## src/verilog/rts_pkg.sv

```systemverilog
// Constants, types and register map of the reset and start-up sequencer.
// Assumes a single 10 MHz system clock; all inputs arrive synchronous to it.
package rts_pkg;

  // ****************************************************************
  // Timing
  // ****************************************************************
  localparam int RTS_CLK_PERIOD_NS = 100; // System clock period
  localparam int RTS_PLL_LOCK_NS = 2000000; // PLL lock delay, 2 ms
  localparam int RTS_PLL_CYCLES = RTS_PLL_LOCK_NS / RTS_CLK_PERIOD_NS; // Longest time, round down
  localparam int RTS_POWER_UP_TIMER_TICKS = 2048; // 11-bit timer, about 66 ms
  localparam int RTS_OST_TICKS = 1024; // Oscillator periods
  localparam int RTS_CNT_W = 15; // Shared delay counter width

  // ****************************************************************
  // Register map (byte addresses)
  // ****************************************************************
  localparam logic [3:0] RTS_ADDR_RESET_CONTROL_REGISTER = 4'h0; // reset_control_register
  localparam logic [3:0] RTS_ADDR_STACK_POINTER_REGISTER = 4'h4; // stack_pointer_register flags
  localparam logic [3:0] RTS_ADDR_STATUS = 4'h8; // Sequencer state
  localparam int RTS_BIT_SOFTWARE_BROWNOUT_ENABLE = 6;
  localparam int RTS_BIT_RI = 4;
  localparam int RTS_BIT_TO = 3;
  localparam int RTS_BIT_PD = 2;
  localparam int RTS_BIT_POR = 1;
  localparam int RTS_BIT_BOR = 0;
  localparam int RTS_BIT_STACK_FULL_FLAG = 7;
  localparam int RTS_BIT_STACK_UNDERFLOW_FLAG = 6;

  // ****************************************************************
  // Addresses and configuration codes
  // ****************************************************************
  localparam logic [20:0] RTS_PC_RESET = 21'h000000;
  localparam logic [20:0] RTS_VEC_HIGH = 21'h000008;
  localparam logic [20:0] RTS_VEC_LOW = 21'h000018;
  localparam logic [20:0] RTS_PC_STEP = 21'h000002;
  localparam logic [1:0] RTS_BOR_SW = 2'h1; // Software brown-out control
  localparam logic [1:0] RTS_BOR_NOSLEEP = 2'h2; // Off during sleep
  localparam logic [1:0] RTS_BOR_OFF = 2'h0;

  // ****************************************************************
  // Types
  // ****************************************************************
  typedef enum logic [2:0] {
    RTS_LP = 3'h0, RTS_XT = 3'h1, RTS_HS = 3'h2, RTS_HIGH_SPEED_CRYSTAL_PLL_MODE = 3'h3,
    RTS_EC = 3'h4, RTS_RC = 3'h5, RTS_INTOSC = 3'h6
  } rts_osc_t;

  typedef enum logic [1:0] {
    RTS_PM_FULL = 2'h0, RTS_PM_RUN = 2'h1, RTS_PM_IDLE = 2'h2, RTS_PM_SLEEP = 2'h3
  } rts_pm_t;

  typedef enum logic [2:0] {
    RTS_ST_POR = 3'h0, RTS_ST_POWER_UP_TIMER = 3'h1, RTS_ST_OST = 3'h2,
    RTS_ST_PLL = 3'h3, RTS_ST_RUN = 3'h4
  } rts_state_t;

  typedef enum logic [1:0] {
    RTS_RK_NONE = 2'h0, RTS_RK_COLD = 2'h1, RTS_RK_WARM = 2'h2, RTS_RK_WAKE = 2'h3
  } rts_kind_t;

  // Reset cause flags
  typedef struct packed {
    logic software_brownout_enable;
    logic ri;
    logic to;
    logic pd;
    logic por;
    logic bor;
    logic stack_full_flag;
    logic stack_underflow_flag;
  } rts_flags_t;

  localparam rts_flags_t RTS_FLAGS_POR = 8'hF0; // software_brownout_enable,ri,to,pd = 1

endpackage

```

## src/verilog/rts_sequencer.sv

```systemverilog
// Reset time-out sequencer and reset cause recorder.
// Assumes Avalon-MM register access, synchronous tick inputs for the
// low-frequency and external oscillators, and a core that obeys cpu_hold.
`timescale 1ns/1ps
module rts_sequencer
  import rts_pkg::*;
#(
  parameter int POWER_UP_TIMER_TICKS = RTS_POWER_UP_TIMER_TICKS,
  parameter int OST_TICKS = RTS_OST_TICKS,
  parameter int PLL_CYCLES = RTS_PLL_CYCLES
)
(
  input wire logic clk_sys,
  input wire logic reset,
  // Avalon-MM slave
  input wire logic [3:0] avs_address,
  input wire logic avs_read,
  input wire logic avs_write,
  input wire logic [31:0] avs_writedata,
  output logic [31:0] avs_readdata,
  output logic avs_waitrequest,
  // Reset sources and events
  input wire logic por_pulse,
  input wire logic brown_out,
  input wire logic external_reset_pin_n,
  input wire logic wdt_timeout,
  input wire logic reset_instr,
  input wire logic stack_full_evt,
  input wire logic stack_underflow_evt,
  input wire logic int_wake,
  // Clock ticks
  input wire logic low_freq_tick,
  input wire logic osc_tick,
  // Configuration and context
  input wire rts_osc_t osc_mode,
  input wire logic power_up_timer_enable_n,
  input wire logic [1:0] brownout_config,
  input wire logic stack_overflow_reset_enable,
  input wire logic global_int_enable_high,
  input wire logic global_int_enable_low,
  input wire rts_pm_t pm_mode,
  input wire logic [20:0] current_pc,
  // Outputs to the core
  output logic cpu_hold,
  output logic brownout_active,
  output logic restart_valid,
  output logic [20:0] restart_pc,
  output rts_kind_t reset_kind
);

  // ****************************************************************
  // Declarations
  // ****************************************************************
  rts_state_t state_r; // Sequencer state
  logic [RTS_CNT_W-1:0] cnt_r; // Shared delay counter
  rts_flags_t flags_r; // Reset cause flags
  logic ack_r; // Bus answer phase
  logic pin_d_r; // Delayed reset pin
  logic restart_valid_r; // Restart pulse
  logic [20:0] restart_pc_r; // Restart address
  rts_kind_t reset_kind_r; // Kind of last restart
  logic crystal; // Mode uses start-up count
  logic pll_mode; // PLL in use
  logic bor_eff; // Effective brown-out
  logic pin_fall; // Reset pin asserted
  logic pin_rise; // Reset pin released
  logic pm_low; // Idle or sleep
  logic running; // Sequencer released
  logic bus_wr; // Write takes effect
  logic wr_reset_control_register; // Write to flag register
  logic wr_stk; // Write to stack flags
  logic wake_evt; // Wake without reset
  logic software_brownout_enable_read; // Visible software enable

  // ****************************************************************
  // Decode helpers
  // ****************************************************************
  // Crystal family modes
  assign crystal = (osc_mode == RTS_LP) || (osc_mode == RTS_XT) ||
                   (osc_mode == RTS_HS) || (osc_mode == RTS_HIGH_SPEED_CRYSTAL_PLL_MODE);
  assign pll_mode = (osc_mode == RTS_HIGH_SPEED_CRYSTAL_PLL_MODE);
  assign pm_low = (pm_mode == RTS_PM_IDLE) || (pm_mode == RTS_PM_SLEEP);
  assign running = (state_r == RTS_ST_RUN);
  assign pin_fall = pin_d_r && !external_reset_pin_n;
  assign pin_rise = !pin_d_r && external_reset_pin_n;
  // Software enable reads as zero unless software control selected
  assign software_brownout_enable_read = (brownout_config == RTS_BOR_SW) && flags_r.software_brownout_enable;

  // Brown-out detector gating by configuration and software enable
  always_comb
  begin
    brownout_active = 1'b1;
    if (brownout_config == RTS_BOR_OFF)
    begin
      brownout_active = 1'b0;
    end
    else if (brownout_config == RTS_BOR_SW)
    begin
      brownout_active = flags_r.software_brownout_enable;
    end
    else if (brownout_config == RTS_BOR_NOSLEEP)
    begin
      brownout_active = (pm_mode != RTS_PM_SLEEP);
    end
  end
  assign bor_eff = brown_out && brownout_active;

  // Wake events that resume instead of resetting
  assign wake_evt = running && ((wdt_timeout && pm_low) || int_wake);

  // ****************************************************************
  // Avalon-MM slave: one wait cycle, then answer
  // ****************************************************************
  assign avs_waitrequest = (avs_read || avs_write) && !ack_r;
  assign bus_wr = avs_write && ack_r;
  assign wr_reset_control_register = bus_wr && (avs_address == RTS_ADDR_RESET_CONTROL_REGISTER);
  assign wr_stk = bus_wr && (avs_address == RTS_ADDR_STACK_POINTER_REGISTER);

  // Answer phase toggles once per request
  always_ff @(posedge clk_sys)
  begin
    if (reset)
    begin
      ack_r <= 1'b0;
    end
    else
    begin
      ack_r <= (avs_read || avs_write) && !ack_r;
    end
  end

  // Read data captured in the wait cycle
  always_ff @(posedge clk_sys)
  begin
    if (reset)
    begin
      avs_readdata <= 32'h00000000;
    end
    else if (avs_read && !ack_r)
    begin
      unique case (avs_address)
        RTS_ADDR_RESET_CONTROL_REGISTER:
          avs_readdata <= {25'h0000000, software_brownout_enable_read, 1'b0, flags_r.ri, flags_r.to,
                           flags_r.pd, flags_r.por, flags_r.bor};
        RTS_ADDR_STACK_POINTER_REGISTER:
          avs_readdata <= {24'h000000, flags_r.stack_full_flag, flags_r.stack_underflow_flag, 6'h00};
        RTS_ADDR_STATUS:
          avs_readdata <= {27'h0000000, cpu_hold, 1'b0, state_r};
        default:
          avs_readdata <= 32'h00000000; // Unmapped reads zero
      endcase
    end
  end

  // ****************************************************************
  // Time-out sequencer
  // ****************************************************************
  // Power-on and brown-out restart the whole sequence
  always_ff @(posedge clk_sys)
  begin
    if (reset || por_pulse || bor_eff)
    begin
      state_r <= RTS_ST_POR;
      cnt_r <= '0;
    end
    else
    begin
      unique case (state_r)
        RTS_ST_POR:
        begin
          cnt_r <= '0;
          if (!power_up_timer_enable_n)
            state_r <= RTS_ST_POWER_UP_TIMER;
          else if (crystal)
            state_r <= RTS_ST_OST;
          else
            state_r <= RTS_ST_RUN;
        end
        RTS_ST_POWER_UP_TIMER:
        begin
          // 11-bit count of low-frequency ticks
          if (low_freq_tick)
          begin
            if (cnt_r == RTS_CNT_W'(POWER_UP_TIMER_TICKS - 1))
            begin
              cnt_r <= '0;
              state_r <= crystal ? RTS_ST_OST : RTS_ST_RUN;
            end
            else
              cnt_r <= cnt_r + 1'b1;
          end
        end
        RTS_ST_OST:
        begin
          if (osc_tick)
          begin
            if (cnt_r == RTS_CNT_W'(OST_TICKS - 1))
            begin
              cnt_r <= '0;
              state_r <= pll_mode ? RTS_ST_PLL : RTS_ST_RUN;
            end
            else
              cnt_r <= cnt_r + 1'b1;
          end
        end
        RTS_ST_PLL:
        begin
          if (cnt_r == RTS_CNT_W'(PLL_CYCLES - 1))
          begin
            cnt_r <= '0;
            state_r <= RTS_ST_RUN;
          end
          else
            cnt_r <= cnt_r + 1'b1;
        end
        RTS_ST_RUN:
        begin
          cnt_r <= '0;
          // Sleep stopped the oscillator: wait again, timer skipped
          if (wake_evt && pm_mode == RTS_PM_SLEEP && crystal)
            state_r <= RTS_ST_OST;
        end
        default:
        begin
          state_r <= RTS_ST_POR;
          cnt_r <= '0;
        end
      endcase
    end
  end

  // Core held while sequencing or while the pin is low
  assign cpu_hold = !running || !external_reset_pin_n;

  // Pin history for edge detection
  always_ff @(posedge clk_sys)
  begin
    if (reset)
      pin_d_r <= 1'b1;
    else
      pin_d_r <= external_reset_pin_n;
  end

  // ****************************************************************
  // Reset cause flags; hardware events win over software writes
  // ****************************************************************
  always_ff @(posedge clk_sys)
  begin
    if (reset)
    begin
      flags_r <= RTS_FLAGS_POR;
    end
    else
    begin
      // Software writes first
      if (wr_reset_control_register)
      begin
        flags_r.ri <= avs_writedata[RTS_BIT_RI];
        flags_r.por <= avs_writedata[RTS_BIT_POR];
        flags_r.bor <= avs_writedata[RTS_BIT_BOR];
        if (brownout_config == RTS_BOR_SW)
          flags_r.software_brownout_enable <= avs_writedata[RTS_BIT_SOFTWARE_BROWNOUT_ENABLE];
      end
      if (wr_stk)
      begin
        flags_r.stack_full_flag <= avs_writedata[RTS_BIT_STACK_FULL_FLAG];
        flags_r.stack_underflow_flag <= avs_writedata[RTS_BIT_STACK_UNDERFLOW_FLAG];
      end
      // Hardware events override
      if (por_pulse)
      begin
        flags_r <= RTS_FLAGS_POR;
        flags_r.software_brownout_enable <= (brownout_config == RTS_BOR_SW);
      end
      else if (bor_eff)
      begin
        flags_r.ri <= 1'b1;
        flags_r.to <= 1'b1;
        flags_r.pd <= 1'b1;
        flags_r.bor <= 1'b0;
      end
      else if (running)
      begin
        if (reset_instr)
          flags_r.ri <= 1'b0;
        else if (pin_fall && pm_mode == RTS_PM_RUN)
          flags_r.to <= 1'b1;
        else if (pin_fall && pm_low)
        begin
          flags_r.to <= 1'b1;
          flags_r.pd <= 1'b0;
        end
        else if (pin_fall)
          ; // Full power: flags kept
        else if (wdt_timeout && pm_low)
        begin
          flags_r.to <= 1'b0;
          flags_r.pd <= 1'b0;
        end
        else if (wdt_timeout)
          flags_r.to <= 1'b0;
        else if (int_wake)
          flags_r.pd <= 1'b0;
        else if (stack_full_evt && stack_overflow_reset_enable)
          flags_r.stack_full_flag <= 1'b1;
        else if (stack_underflow_evt)
          flags_r.stack_underflow_flag <= 1'b1;
      end
    end
  end

  // ****************************************************************
  // Restart address and kind
  // ****************************************************************
  always_ff @(posedge clk_sys)
  begin
    if (reset)
    begin
      restart_valid_r <= 1'b0;
      restart_pc_r <= RTS_PC_RESET;
      reset_kind_r <= RTS_RK_NONE;
    end
    else
    begin
      restart_valid_r <= 1'b0;
      if (por_pulse || bor_eff)
      begin
        restart_pc_r <= RTS_PC_RESET;
        reset_kind_r <= RTS_RK_COLD;
      end
      else if (state_r != RTS_ST_RUN)
      begin
        ; // Sequencer busy
      end
      else if (pin_rise)
      begin
        restart_valid_r <= 1'b1;
        restart_pc_r <= RTS_PC_RESET;
        reset_kind_r <= RTS_RK_WARM;
      end
      else if (wake_evt)
      begin
        restart_valid_r <= 1'b1;
        reset_kind_r <= RTS_RK_WAKE;
        if (int_wake && !(wdt_timeout && pm_low) && global_int_enable_high)
          restart_pc_r <= RTS_VEC_HIGH;
        else if (int_wake && !(wdt_timeout && pm_low) && global_int_enable_low)
          restart_pc_r <= RTS_VEC_LOW;
        else
          restart_pc_r <= current_pc + RTS_PC_STEP;
      end
      else if (reset_instr || wdt_timeout ||
               ((stack_full_evt || stack_underflow_evt) && stack_overflow_reset_enable))
      begin
        restart_valid_r <= 1'b1;
        restart_pc_r <= RTS_PC_RESET;
        reset_kind_r <= RTS_RK_WARM;
      end
    end
  end

  assign restart_valid = restart_valid_r;
  assign restart_pc = restart_pc_r;
  assign reset_kind = reset_kind_r;

  // ****************************************************************
  // Assertions
  // ****************************************************************
  por_flags_a: assert property (@(posedge clk_sys) disable iff (reset)
    por_pulse |=> (flags_r.ri && flags_r.to && flags_r.pd && !flags_r.por &&
                   !flags_r.bor && !flags_r.stack_full_flag && !flags_r.stack_underflow_flag &&
                   state_r == RTS_ST_POR))
    else $error("power-on flags wrong");

  power_up_timer_end_a: assert property (@(posedge clk_sys) disable iff (reset)
    (state_r == RTS_ST_POWER_UP_TIMER && low_freq_tick && !por_pulse && !bor_eff &&
     cnt_r == RTS_CNT_W'(POWER_UP_TIMER_TICKS - 1)) |=> state_r != RTS_ST_POWER_UP_TIMER)
    else $error("power-up timer overran");

  ost_crystal_a: assert property (@(posedge clk_sys) disable iff (reset)
    $rose(state_r == RTS_ST_OST) |-> crystal)
    else $error("start-up count in non-crystal mode");

  rc_nodelay_a: assert property (@(posedge clk_sys) disable iff (reset)
    (state_r == RTS_ST_POR && !por_pulse && !bor_eff && osc_mode == RTS_RC &&
     power_up_timer_enable_n) |=> running)
    else $error("RC mode delayed");

  hold_seq_a: assert property (@(posedge clk_sys) disable iff (reset)
    !running |-> cpu_hold)
    else $error("core released early");

  pin_full_a: assert property (@(posedge clk_sys) disable iff (reset)
    (running && pin_fall && pm_mode == RTS_PM_FULL && !por_pulse && !bor_eff &&
     !reset_instr && !bus_wr) |=> flags_r == $past(flags_r))
    else $error("flags changed on pin in full power");

  wdt_sleep_a: assert property (@(posedge clk_sys) disable iff (reset)
    (running && wdt_timeout && pm_low && !pin_fall && !pin_rise && !reset_instr &&
     !por_pulse && !bor_eff) |=> (!flags_r.to && !flags_r.pd && restart_valid &&
     restart_pc == $past(current_pc) + RTS_PC_STEP))
    else $error("watchdog wake wrong");

  por_sticky_a: assert property (@(posedge clk_sys) disable iff (reset)
    (!flags_r.por && !wr_reset_control_register) |=> !flags_r.por)
    else $error("power-on flag set by hardware");

  stk_full_a: assert property (@(posedge clk_sys) disable iff (reset)
    (running && stack_full_evt && stack_overflow_reset_enable && !reset_instr &&
     !pin_fall && !wdt_timeout && !int_wake && !por_pulse && !bor_eff)
    |=> (flags_r.stack_full_flag && restart_valid && restart_pc == RTS_PC_RESET))
    else $error("stack full reset wrong");

  pll_after_a: assert property (@(posedge clk_sys) disable iff (reset)
    (state_r == RTS_ST_OST ##1 state_r == RTS_ST_PLL) |-> pll_mode)
    else $error("lock delay outside PLL mode");

endmodule // rts_sequencer

```

## config.mk

```make
export PLATFORM = sky130hd
export DESIGN_NAME = rts_sequencer
export DESIGN_NICKNAME = d
export VERILOG_FILES = /design/src/verilog/rts_pkg.sv /design/src/verilog/rts_sequencer.sv
export SDC_FILE = /design/constraint.sdc
export NUM_CORES = 1
export LEC_CHECK = 0
export BUFFER_PORTS_ARGS = -buffer_cell sky130_fd_sc_hd__buf_4
export CAP_MARGIN = 30
export CORE_UTILIZATION = 44
export DETAILED_ROUTE_END_ITERATION = 10
export GPL_TIMING_DRIVEN = 0
export HOLD_SLACK_MARGIN = 0.05
export PLACE_DENSITY = 0.76
export RECOVER_POWER = 100
export SYNTH_ARGS = -nofsm -noshare
export SYNTH_HDL_FRONTEND = slang
export SYNTH_SLANG_ARGS = --single-unit
```

## constraint.sdc

```tcl
create_clock -name clk_sys -period 1.7 [get_ports clk_sys]
set_input_delay 0.085 -clock clk_sys [delete_from_list [all_inputs] [get_ports clk_sys]]
set_output_delay 0.085 -clock clk_sys [all_outputs]
set_load 0.02 [all_outputs]
```

==> metrics.txt <==
status=finished, violations left; failing checks=setup timing; dpl ws=-0.190 ns; utilization after layout=0.647; vias post-DR=3302; Crit Reg-Reg Startpoint=cnt_r[13]$_SDFFE_PP0P_; Initial DRT Pass Iterations=4; post-route setup TNS=-0.262 ns; die span in x=90.4 um; Min-Delay Path Class=primary input to flip-flop; crit-path max cell delay=0.39 ns; Fin. Hold Viols=0; root buffer cell=clkbuf_8; # clock sinks=59; Synth Register Bits=59; total CTS buffers=9; CTS tree=yes; layout cells sized above 1=0.331; VDD IR max=355 uV; vias per cell=5.24; Antenna diodes=0; min-delay src=current_pc[15]; Slew Limit Fails=0; IO Count=141; ANT nets after route=0; Async S/R FF share, synth=0; Synth-to-Final Area Change=39.5%; wire per inst=14.2 um; sequential area share after synthesis=0.344; gpl congestion=0.830; Cell Area, Synth=3440 um2; placed cells=585; Worst setup startpoint=cnt_r[13]$_SDFFE_PP0P_; EDFF count, synth=0; FP Rows=31; Cells after Synth=376; unrepaired setup endpoints after global routing=yes; Cell Area, Placed=4300 um2; clock-pin slew of the registers on the worst-case setup and hold paths=0.06 ns; crit end category=flip-flop; delay-heaviest family, CP=simple AND/OR/NAND/NOR gates; syn_area_per_cell=9.14 um2; largest net degree at the start of global routing=11; worst-path maximum fanout=6; core area=7410 um2; Final Non-Filler Cells=630; H-tree lvl count=3; R2R Setup Slk=-0.04 ns; Reg2Reg Depth=6; vias in the first global route=3055; Min Hold Slack=0.0637 ns; final instance area=4800 um2; Final Skew=0.00665 ns; final period demand of the worst path=1.74 ns; fin worst setup slack=-0.0412 ns; Detailed Place HPWL=6.08 mm; DR DRC count=0; PD cells=701 nW/um2; Clock Path Buffers=2; initial antenna violation count=0; GR Util All Layers=0.217; CP Data Arrival Time=1.97 ns; Leakage=1.87 nW; Die ar.=8170 um2; synth warn=0; required time worst endpoint=1.93 ns; Fmax=574 MHz; Buffers on Ports=86; Critical Path Slowest Stage Cell=or3_4; Synth cell types=60; CP endpoint=cnt_r[9]$_SDFFE_PP0P_; critical path cell sequence=or3_4, nor4_4, a21o_1, and3_4, clkbuf_16, nor3_4; first-pass GRT wire length=14.3 mm; startpoint types=flip-flop; final-stage net count=611; critical path buffer and inverter count=1; initial cell density of the core=0.464; Main synth FF type=dfxtp_1; chip height=90.4 um; number of cells on the critical path=6; 1st-iter DRT viols=203; RR Endpoint=cnt_r[9]$_SDFFE_PP0P_; crit path kind=flip-flop to flip-flop; GRT Residual Overflow=0; Tot Pwr=3.36 mW; Max-cap violations=0; fin crit share=1.02; worst-margin pin slew=0.536 ns; clk_lat worst skew=0.34 ns; WL final=8.96 mm; final setup vio count=12; slew margin rel.=0.642
==> state kept, by name, summed over array words and instances, names as in the netlist <==
| signal | flops |
|---|---|
| reset_kind | 2 |
| pin_d_r | 1 |
| state_r | 3 |
| restart_valid | 1 |
| flags_r | 8 |
| avs_readdata | 7 |
| cnt_r | 15 |
| restart_pc | 21 |
| ack_r | 1 |
==> layout make-up <==
class / instances / area (um2)
Fill cell: 622 / 2610
Multi-Input combinational cell: 293 / 2100
Sequential cell: 59 / 1190
Timing Repair Buffer: 117 / 831
Buffer: 41 / 312
Clock buffer: 14 / 183
Tap cell: 99 / 124
Clock inverter: 1 / 30.0
Inverter: 6 / 22.5
==> cells in the final DEF (no fill, tap or decap), types with 3 or more instances in the layout <==
| cell | netlist | layout |
|---|---|---|
| nor3_2 | 10 | 10 |
| nand4_1 | 14 | 14 |
| nand3_1 | 14 | 14 |
| dfxtp_2 | 0 | 5 |
| nor2b_1 | 6 | 6 |
| mux2i_1 | 7 | 7 |
| a22oi_1 | 13 | 13 |
| dfxtp_1 | 59 | 52 |
| o2bb2ai_2 | 10 | 10 |
| buf_4 | 28 | 88 |
| clkbuf_8 | 0 | 13 |
| clkbuf_1 | 5 | 39 |
| buf_6 | 5 | 3 |
| dlygate4sd3_1 | 0 | 18 |
| xor2_1 | 14 | 14 |
| conb_1 | 1 | 25 |
| inv_1 | 6 | 6 |
| mux2_2 | 6 | 6 |
| a21oi_1 | 7 | 7 |
| nor3_1 | 11 | 11 |
| o21ai_0 | 9 | 9 |
| xnor2_1 | 16 | 16 |
| clkbuf_2 | 0 | 4 |
| nor2_1 | 35 | 34 |
| nor4_1 | 7 | 4 |
| a32oi_1 | 3 | 3 |
| o21bai_1 | 3 | 3 |
| a31oi_1 | 3 | 3 |
| and3_1 | 6 | 5 |
| nor3b_2 | 1 | 3 |
| nand2_1 | 26 | 26 |
| nor4b_4 | 1 | 3 |
==> worst min path at each step <==
stage               cells after the start  slack [ns]                          end
global route                            3        0.06  restart_pc[10]$_SDFFE_PP0P_
finish                                  3        0.06  restart_pc[15]$_SDFFE_PP0P_
detailed placement                      2        0.34        flags_r[1]$_SDFF_PP0_
CTS                                     3        0.05  restart_pc[15]$_SDFFE_PP0P_
floorplan                               1        0.16        flags_r[0]$_SDFF_PP0_
global placement                        3        0.32   restart_pc[0]$_SDFFE_PP0P_
==> layer usage <==
layer | vias up | track usage | wire length (um) | share of wire
met5 | - | 0 | 0 | 0
met4 | 0 | 0.0833 | 233 | 0.026
met3 | 22 | 0.0614 | 509 | 0.057
met2 | 119 | 0.366 | 4350 | 0.49
met1 | 1544 | 0.260 | 3860 | 0.43
li1 | 1617 | - | - | -
==> power breakdown <==
group / total [mW] / switching, mW / internal (mW)
sequential: 1.41 / 0.0125 / 1.39
clock: 1.36 / 0.533 / 0.830
combinational: 0.591 / 0.306 / 0.284
==> cell usage after synthesis, types with 2 or more instances <==
cell,number,area [um2]
clkbuf_1,5,18.8
xor2_1,14,123
nor2_1,35,131
o2bb2ai_2,10,150
mux2_2,6,67.6
nor3_1,11,55.1
nand3_1,14,70.1
or3_1,2,12.5
a31oi_1,3,18.8
nor3_2,10,100
and3_1,6,37.5
dfxtp_1,59,1180
o21bai_1,3,22.5
nor3b_1,3,22.5
o21ai_1,2,10.0
nor4_1,7,43.8
o21ai_0,9,45.0
o22a_1,2,17.5
or2_2,2,12.5
nor4b_2,3,45.0
buf_4,28,210
nand4_1,14,87.6
a22oi_1,13,97.6
nor2b_1,6,37.5
a32oi_1,3,26.3
inv_1,6,22.5
mux2i_1,7,70.1
buf_2,4,20.0
and2_1,3,18.8
a21oi_1,7,35.0
and4bb_2,2,25.0
ha_1,2,25.0
xnor2_1,16,140
nand2_1,26,97.6
o31ai_1,2,15.0
and4_1,2,17.5
buf_6,5,56.3
nand2b_1,2,12.5
==> timing repair <==
item | in CTS | in global routing
pin swaps | 2 | 16
hold buffers | 18 | 0
endpoints found under the hold margin | 19 | 0
setup buffers | 5 | 6
cloned | 1 | 1
gates resized for setup | 17 | 16
setup endpoints to repair | 33 | 41
==> worst register-to-register path, stage by stage, from the launching register on <==
cell and delay, ns:
dfxtp_4 0.35, or3_4 0.39, nor4_4 0.26, a21o_1 0.18, and3_4 0.25, clkbuf_16 0.17
nor3_4 0.03
==> logic make-up after synthesis <==
group | count (synthesis) | synth area share
and+or+nand+nor | 158 | 0.278
AOI/OAI and AO/OA | 65 | 0.159
DFF | 59 | 0.344
buffers and inverters | 48 | 0.0953
xor gates and xnor gates | 30 | 0.0764
muxes | 13 | 0.0400
adders and majority gates | 2 | 0.00728
other | 1 | 0.00109
Note: power is estimated with default switching activity, not from simulation.
